File: config.mk
export PLATFORM = sky130hd
export DESIGN_NAME = hims_top
export DESIGN_NICKNAME = d
export VERILOG_FILES = /design/src/hdl/hims_top.v
export VERILOG_INCLUDE_DIRS = /design/src /design/src/common
export SDC_FILE = /design/constraint.sdc
export NUM_CORES = 1
export LEC_CHECK = 0
export BUFFER_PORTS_ARGS = -buffer_cell sky130_fd_sc_hd__buf_2
export CAP_MARGIN = 25
export CORE_MARGIN = 2
export CORE_UTILIZATION = 47
export DETAILED_ROUTE_END_ITERATION = 10
export GPL_ROUTABILITY_DRIVEN = 0
export PLACE_DENSITY = 0.79
export SLEW_MARGIN = 25
export SYNTH_ARGS = -nofsm -noshare
export SYNTH_HDL_FRONTEND = slang
export SYNTH_SLANG_ARGS = --single-unit
File: constraint.sdc
create_clock -name pclk -period 3.5 [get_ports pclk]
set_clock_uncertainty 0.1 [all_clocks]
set_input_delay 0.875 -clock pclk [delete_from_list [all_inputs] [get_ports pclk]]
set_output_delay 0.875 -clock pclk [all_outputs]
set_load 0.02 [all_outputs]
File: src/common/hims_defines.vh
// Functional notes
// - 16-bit enable register, reset zero; bits 15,14,13,11,9,8,6..2 gate sources.
// - interrupt pin high while any status bit and its enable are both set.
// - reading status changes nothing; clearable bits clear only on written one.
// - clearable status bits latch on the event edge and hold until cleared.
// - status bit 15 sets on any link up/down change; write one clears.
// - status bit 14 sets on transmit done with queue ready; write one clears.
// - status bit 13 sets when a received frame awaits host; write one clears.
// - status bit 11 sets on receive overrun; write one clears.
// - status bit 9 sets when transmit process stops; write one clears.
// - status bit 8 sets when receive process stops; write one clears.
// - status bit 6 sets on transmit space available; write one clears.
// - status bit 5 wake frame, read-only; cleared by pattern 1000 in pm[5:2].
// - status bit 4 magic packet, read-only; cleared by pattern 0100 in pm[5:2].
// - enable bit 3 gates linkup wake, enable bit 2 gates energy wake.
// - status bit 3 linkup wake, read-only; cleared by pattern 0010 in pm[5:2].
// - status bit 2 energy wake, delayed when enable bit 0 set; pattern 0001 clears.
`ifndef HIMS_DEFINES_VH
`define HIMS_DEFINES_VH
// register indices as printed, byte address is four times the index
`define HIMS_IDX_MASK 12'h190
`define HIMS_IDX_PEND 12'h192
`define HIMS_IDX_PM 12'h198
`define HIMS_ADDR_MASK 12'h640
`define HIMS_ADDR_PEND 12'h648
`define HIMS_ADDR_PM 12'h660
// field positions
`define HIMS_B_LINK 15
`define HIMS_B_TXDONE 14
`define HIMS_B_RXRDY 13
`define HIMS_B_RXOVR 11
`define HIMS_B_TXSTOP 9
`define HIMS_B_RXSTOP 8
`define HIMS_B_TXSPACE 6
`define HIMS_B_WFRAME 5
`define HIMS_B_MAGIC 4
`define HIMS_B_LWAKE 3
`define HIMS_B_EWAKE 2
`define HIMS_B_EDELAY 0
// implemented bit masks
`define HIMS_MASK_BITS 16'hEB7D
`define HIMS_PEND_BITS 16'hEB7C
`define HIMS_W1C_BITS 16'hEB40
`define HIMS_RST_MASK 16'h0000
`define HIMS_RST_PEND 16'h0000
`define HIMS_RST_PM 4'h0
// wake clear patterns on pm[5:2]
`define HIMS_PM_CLR_WFRAME 4'h8
`define HIMS_PM_CLR_MAGIC 4'h4
`define HIMS_PM_CLR_LWAKE 4'h2
`define HIMS_PM_CLR_EWAKE 4'h1
`endif

File: src/hdl/hims_top.v
// Local design decision: the APB interface to the registers.
`timescale 1ns/1ps
`include "hims_defines.vh"
module hims_top (
	// apb slave
	input wire pclk,
	input wire presetn,
	input wire psel,
	input wire penable,
	input wire pwrite,
	input wire [11:0] paddr,
	input wire [31:0] pwdata,
	input wire [3:0] pstrb,
	output reg [31:0] prdata,
	output wire pready,
	output wire pslverr,
	// event sources, same clock, level high while condition holds
	input wire link_up,
	input wire tx_done_ev,
	input wire rx_ready_ev,
	input wire rx_overrun_ev,
	input wire tx_stopped_ev,
	input wire rx_stopped_ev,
	input wire tx_space_ev,
	input wire wake_frame_ev,
	input wire magic_pkt_ev,
	input wire linkup_wake_ev,
	input wire energy_wake_ev,
	// controls and interrupt
	output wire energy_delay_mode,
	output wire irq
);

reg [15:0] irq_mask_reg_r;
reg [15:0] irq_mask_reg_nxt;
reg [15:0] irq_pending_reg_r;
reg [15:0] irq_pending_reg_nxt;
reg [3:0] power_mgmt_control_r;
reg [15:0] src_prev_r;
reg link_seen_r;
wire [15:0] src_lvl;
wire [15:0] src_edge;
wire [15:0] set_vec;
wire [15:0] clr_vec;
wire hit_mask;
wire hit_pend;
wire hit_pm;
wire mapped;
wire wr_acc;
wire [15:0] wdata16;
wire [15:0] lane16;
wire [3:0] pm_pat;

// zero wait states, so every access phase completes at once
assign pready = 1'b1;
assign hit_mask = (paddr == `HIMS_ADDR_MASK);
assign hit_pend = (paddr == `HIMS_ADDR_PEND);
assign hit_pm = (paddr == `HIMS_ADDR_PM);
assign mapped = hit_mask | hit_pend | hit_pm;
// unmapped addresses answer with an error and change nothing
assign pslverr = psel & penable & ~mapped;
assign wr_acc = psel & penable & pwrite & mapped;
assign wdata16 = pwdata[15:0];
assign lane16 = {{8{pstrb[1]}}, {8{pstrb[0]}}};
assign pm_pat = pwdata[5:2];

// source levels placed at their status positions
assign src_lvl = {1'b0, tx_done_ev, rx_ready_ev, 1'b0,
	rx_overrun_ev, 1'b0, tx_stopped_ev, rx_stopped_ev,
	1'b0, tx_space_ev, wake_frame_ev, magic_pkt_ev,
	linkup_wake_ev, energy_wake_ev, 2'b00};

// rising edges latch, levels never feed the flags directly
assign src_edge = src_lvl & ~src_prev_r;

// set requests; link change counts both directions
assign set_vec = {link_seen_r & (link_up ^ src_prev_r[15]),
	src_edge[14:0]} & `HIMS_PEND_BITS;

// write-one clears for the w1c group only
assign clr_vec = (wr_acc & hit_pend) ?
	(wdata16 & lane16 & `HIMS_W1C_BITS) : 16'h0000;

// event history; link history starts after the first sampled cycle
// so a link already up at reset is not taken for a change
always @(posedge pclk or negedge presetn) begin
	if (!presetn) begin
		src_prev_r <= 16'h0000;
		link_seen_r <= 1'b0;
	end else begin
		src_prev_r <= {link_up, src_lvl[14:0]};
		link_seen_r <= 1'b1;
	end
end

// enable register, reserved positions stay zero
always @* begin
	irq_mask_reg_nxt = irq_mask_reg_r;
	if (wr_acc && hit_mask) begin
		irq_mask_reg_nxt = ((wdata16 & lane16) |
			(irq_mask_reg_r & ~lane16)) & `HIMS_MASK_BITS;
	end
end

// pending flags: set wins over a clear in the same cycle
always @* begin
	irq_pending_reg_nxt = (irq_pending_reg_r & ~clr_vec) | set_vec;
	if (wr_acc && hit_pm && pstrb[0]) begin
		if (pm_pat == `HIMS_PM_CLR_WFRAME)
			irq_pending_reg_nxt[`HIMS_B_WFRAME] =
				set_vec[`HIMS_B_WFRAME];
		if (pm_pat == `HIMS_PM_CLR_MAGIC)
			irq_pending_reg_nxt[`HIMS_B_MAGIC] =
				set_vec[`HIMS_B_MAGIC];
		if (pm_pat == `HIMS_PM_CLR_LWAKE)
			irq_pending_reg_nxt[`HIMS_B_LWAKE] =
				set_vec[`HIMS_B_LWAKE];
		if (pm_pat == `HIMS_PM_CLR_EWAKE)
			irq_pending_reg_nxt[`HIMS_B_EWAKE] =
				set_vec[`HIMS_B_EWAKE];
	end
end

// register state
always @(posedge pclk or negedge presetn) begin
	if (!presetn) begin
		irq_mask_reg_r <= `HIMS_RST_MASK;
		irq_pending_reg_r <= `HIMS_RST_PEND;
		power_mgmt_control_r <= `HIMS_RST_PM;
	end else begin
		irq_mask_reg_r <= irq_mask_reg_nxt;
		irq_pending_reg_r <= irq_pending_reg_nxt;
		if (wr_acc && hit_pm && pstrb[0])
			power_mgmt_control_r <= pm_pat;
	end
end

// read data captured in setup so it stands through the access phase;
// reads have no side effect on any flag
always @(posedge pclk or negedge presetn) begin
	if (!presetn) begin
		prdata <= 32'h00000000;
	end else if (psel && !penable && !pwrite) begin
		if (hit_mask)
			prdata <= {16'h0000, irq_mask_reg_r};
		else if (hit_pend)
			prdata <= {16'h0000, irq_pending_reg_r};
		else if (hit_pm)
			prdata <= {26'h0000000, power_mgmt_control_r, 2'b00};
		else
			prdata <= 32'h00000000;
	end
end

// delayed energy wake selection goes back to the energy detector
assign energy_delay_mode = irq_mask_reg_r[`HIMS_B_EDELAY];

// level interrupt, falls as soon as nothing enabled is pending
assign irq = |(irq_pending_reg_r & irq_mask_reg_r &
	`HIMS_PEND_BITS);

endmodule // hims_top

==> results.json, run 1 <==
{
  "cts.sinks": 51,
  "final_nets": 331,
  "final_common_cell": "buf_2",
  "post-route-util": 0.574,
  "drt_iter0_markers": 133,
  "cts_resized": 0,
  "ys_ff_latch": 51,
  "grt_antenna_before_repair": 0,
  "ys_types": 36,
  "cts_root_buffer": "clkbuf_8",
  "gr-total-overflow": 0,
  "startpoint_type": "primary input",
  "muxShareOfSynthArea": 0.130,
  "wl_per_cell_um": 13.9,
  "yosysWarnings": 0,
  "ir_worst_vdd_v": 0.000280,
  "finalCriticalPeriod_ps": 3450,
  "status": "finished, final reports clean",
  "num_vias": 1674,
  "maxCapViolations": 0,
  "fin_area_um2": 2750,
  "synth_area_um2": 2350,
  "leakage_nw": 1.39,
  "instances_no_fill": 335,
  "syn_avg_cell_area_um2": 11.4,
  "setup_viol": 0,
  "port_buffers": 56,
  "hold_viol": 0,
  "grtUsageTotal": 0.175,
  "dpl.cell_count": 327,
  "viasPerCell": 5.00,
  "synth_edf_count": 0,
  "grt_first_pass_wirelength_mm": 7.24,
  "critical_path.max_fanout": 4,
  "area_growth_pct": 16.7,
  "drc_errors": 0,
  "cp_data_required_time_ps": 2520,
  "synth-xor-area-share": 0.00372,
  "dr.pass1.iters": 4,
  "die-area_um2": 5590,
  "rsz0062_at_grt": "no",
  "start_util": 0.492,
  "ant_nets": 0,
  "num_rows": 25,
  "critical_path_class": "in -> out",
  "powerDensity_nw_per_um2": 382,
  "fmax_ghz": 0.290,
  "mostFrequentLayoutCells": "buf_2, dfrtp_1, nand2_1",
  "dp_hpwl_mm": 3.46,
  "synth_compound_area_frac": 0.110,
  "hold_buffers": 0,
  "ys_async_sr_fraction": 1.00,
  "hold_ws_ps": 319,
  "core-area_um2": 4790,
  "cts_tree": "done",
  "clk-insertion-delay-late_ps": 290,
  "htreeDepth": 2,
  "pin_count": 100,
  "worst_pin_slew_ps": 634,
  "wl_mm": 4.64,
  "cp-end-kind": "output port",
  "crit_arrival_ps": 2480,
  "placed_area_um2": 2650,
  "slew_viol_final": 0,
  "yosys.area_share.simple": 0.120,
  "synth_top_family_by_area": "multiplexers",
  "slew_headroom": 0.577,
  "clk_pin_slew_worst_paths_ps": 80,
  "synthCells": 206,
  "yosys.area_share.adder": 0,
  "grt_pass1_vias": 1543,
  "n_antenna_cell": 0,
  "synth_flop_cell": "dfrtp_1",
  "cts_made_buffers": 5,
  "setup_tns_ps": 0,
  "die_h_um": 74.8,
  "cts_buffer_depth": 2,
  "final.period_utilization": 0.987,
  "postCtsSetupBuffers": 0,
  "die_w_um": 74.8,
  "grt_max_degree": 52,
  "holdCritPathClass": "reg -> reg",
  "drive_above_1_share": 0.328,
  "ys_seq_area_frac": 0.542
}
-- where the power goes --
group          total, mW  leakage (nW)  internal (mW)  switching (mW)
Clock              0.359        0.0515          0.181           0.178
Combinational     0.0929         0.709         0.0311          0.0618
Sequential         0.598         0.627          0.596         0.00189
-- final timing paths --
check                                     startpoint                          to  slack (ps)  depth (start not counted)
min in group asynchronous                    presetn        irq_pending_reg_r[9]         500                          1
max in group asynchronous                    presetn  asynchronous set/reset pin        2380                          1
worst max-delay path                        paddr[4]                     pslverr          50                          6
worst max register to register  irq_pending_reg_r[2]                   prdata[2]        2450                          3
worst min-delay path                   src_prev_r[6]        irq_pending_reg_r[6]         320                          1
worst min register to register         src_prev_r[6]        irq_pending_reg_r[6]         320                          1
-- final cells by class --
| type | instances | area (µm²) |
|---|---|---|
| Clock buffer | 8 | 100 |
| Fill cell | 423 | 2040 |
| Inverter | 10 | 37.5 |
| Multi-Input combinational cell | 139 | 938 |
| Sequential cell | 51 | 1280 |
| Tap cell | 67 | 83.8 |
| Timing Repair Buffer | 60 | 313 |
-- cell families after synthesis --
logic type	Yosys count
buf+inv	36
compound gates	38
other cells	2
xor+xnor	1
simple gates	51
flops	51
mux	27
-- cell usage after synthesis, types with 2 or more instances --
cell type  number  area (µm²)
mux2_2         12         135
and3_1          2        12.5
nand2_1        26        97.6
a22oi_1         2        15.0
or4b_4          2        27.5
mux2_4          4        60.1
o22a_1          4        35.0
or4_1           2        15.0
buf_4          21         158
nor4_1          2        12.5
clkbuf_1        3        11.3
mux2i_1        11         110
nand4_1         2        12.5
o21ai_0        19        95.1
o41ai_1         2        17.5
a22o_1          7        61.3
nor2_1          2        7.51
nand2b_1        4        25.0
conb_1          2        7.51
dfrtp_1        51        1280
inv_1          10        37.5
nand3b_1        2        15.0
-- critical path: stages --
cell and delay [ps]:
buf_2 100, or4b_4 550, or2_2 350, a211o_1 290
and3_1 170, buf_2 150
-- per-layer routing --
| metal | vias up | track usage | routed length (µm) |
|---|---|---|---|
| met5 | - | 0 | 0 |
| met4 | 0 | 0.0456 | 35 |
| met3 | 4 | 0.0469 | 242 |
| met2 | 61 | 0.291 | 2260 |
| met1 | 806 | 0.228 | 2110 |
| li1 | 803 | - | - |
-- per-stage QoR --
| step | setup slack [ps] | power, mW |
|---|---|---|
| 6_report | 46.2 | 1.05 |
| 3_3_place_gp | 68.2 | 0.701 |
| 2_1_floorplan | 297 | 0.673 |
| 3_5_place_dp | 56.1 | 0.703 |
| 5_1_grt | 7.09 | 1.10 |
| 4_1_cts | 52.5 | 1.06 |
Power figures use the tool's default switching activity.
==> run 2: changes to the inputs <==
--- a/config.mk
+++ b/config.mk
@@ -10,6 +10,7 @@
 export CAP_MARGIN = 25
 export CORE_MARGIN = 2
 export CORE_UTILIZATION = 47
+export CTS_BUF_LIST = sky130_fd_sc_hd__clkbuf_8 sky130_fd_sc_hd__clkbuf_16
 export DETAILED_ROUTE_END_ITERATION = 10
 export GPL_ROUTABILITY_DRIVEN = 0
 export PLACE_DENSITY = 0.79
==> results.json, run 2 (same netlist as run 1, synthesis figures left out) <==
{
  "dpl.cell_count": 327,
  "die_h_um": 74.8,
  "cp_data_required_time_ps": 2520,
  "startpoint_type": "primary input",
  "drc_errors": 0,
  "wl_mm": 4.64,
  "critical_path.max_fanout": 4,
  "grtUsageTotal": 0.175,
  "cts.sinks": 51,
  "wl_per_cell_um": 13.9,
  "crit_arrival_ps": 2480,
  "setup_tns_ps": 0,
  "postCtsSetupBuffers": 0,
  "final_nets": 331,
  "power.total_mw": 1.05,
  "cts_tree": "done",
  "clk-insertion-delay-late_ps": 290,
  "grt_first_pass_wirelength_mm": 7.24,
  "core-area_um2": 4790,
  "instances_no_fill": 335,
  "slew_viol_final": 0,
  "hold_path_startpoint": "src_prev_r[6]",
  "rsz0062_at_grt": "no",
  "htreeDepth": 2,
  "slew_headroom": 0.577,
  "status": "finished, final reports clean",
  "maxCapViolations": 0,
  "final.period_utilization": 0.987,
  "worst_hold_path.num_cells": 1,
  "setup_viol": 0,
  "ir_worst_vdd_v": 0.000280,
  "gr-total-overflow": 0,
  "grt_max_degree": 52,
  "die-area_um2": 5590,
  "area_growth_pct": 16.7,
  "cts_buffer_depth": 2,
  "start_util": 0.492,
  "holdCritPathClass": "reg -> reg",
  "viasPerCell": 5.00,
  "cp-end-kind": "output port",
  "n_antenna_cell": 0,
  "num_vias": 1674,
  "num_rows": 25,
  "clk_pin_slew_worst_paths_ps": 80,
  "grt_antenna_before_repair": 0,
  "r2r-start": "irq_pending_reg_r[2]",
  "cts_made_buffers": 5,
  "cts_resized": 0,
  "finalCriticalPeriod_ps": 3450,
  "worst_pin_slew_ps": 634,
  "fill_cells": 423,
  "die_w_um": 74.8,
  "cts_root_buffer": "clkbuf_8",
  "grt_pass1_vias": 1543,
  "powerDensity_nw_per_um2": 381,
  "final_common_cell": "buf_2",
  "leakage_nw": 1.39,
  "pin_count": 100,
  "hold_buffers": 0,
  "hold_viol": 0,
  "dr.pass1.iters": 4,
  "mostFrequentLayoutCells": "buf_2, dfrtp_1, nand2_1",
  "drive_above_1_share": 0.328,
  "drt_iter0_markers": 133,
  "port_buffers": 56,
  "critical_path_class": "in -> out",
  "ff2ff_path_depth": 3,
  "fmax_ghz": 0.290,
  "ant_nets": 0,
  "startpoint": "paddr[4]",
  "dp_hpwl_mm": 3.46
}
-- run 2: cell count changes in the layout (fill, tap and decap cells not counted) --
cell      previous run  this run
clkbuf_1             1         0
inv_1               10        11
-- run 2: worst max-delay path, stage by stage --
cell and delay (ps):
buf_2 100, or4b_4 550, or2_2 350, a211o_1 290, and3_1 170, buf_2 150
-- run 2: cell type report --
cell class	count	area [µm²]	area share
Inverter	10	37.5	0.0137
Clock inverter	1	3.75	0.00137
Multi-Input combinational cell	139	938	0.341
Timing Repair Buffer	60	313	0.114
Sequential cell	51	1280	0.464
Tap cell	67	83.8	0.0305
Clock buffer	7	96.3	0.0350
-- run 2: report_power, final --
| part | leakage [nW] | internal [mW] | switching, mW | total [mW] |
|---|---|---|---|---|
| combinational | 0.709 | 0.0311 | 0.0618 | 0.0929 |
| clock | 0.0557 | 0.178 | 0.178 | 0.356 |
| sequential | 0.627 | 0.596 | 0.00189 | 0.598 |
-- run 2: path summary, 6_finish.rpt --
kind,endpoint,slack (ps)
worst max-delay path,pslverr,50
worst min-delay path,irq_pending_reg_r[6],320
worst max register to register,prdata[2],2450
worst min register to register,irq_pending_reg_r[6],320
max in group asynchronous,asynchronous set/reset pin,2380
min in group asynchronous,irq_pending_reg_r[9],500
-- run 2: through the flow --
stage	instance area (µm²)	hold slack (ps)	util	setup WS, ps
finish	2750	319	0.574	46.2
detailed placement	2650	312	0.553	56.1
global placement	2650	303	0.553	68.2
global route	2750	338	0.574	7.09
CTS	2750	326	0.574	52.5
floorplan	2430	300	-	297
-- run 2: layer usage --
| layer | wire length (µm) | global-route usage | share of wire |
|---|---|---|---|
| met5 | 0 | 0 | 0 |
| met4 | 35 | 0.0456 | 0.0075 |
| met3 | 242 | 0.0469 | 0.052 |
| met2 | 2260 | 0.291 | 0.49 |
| met1 | 2110 | 0.228 | 0.45 |
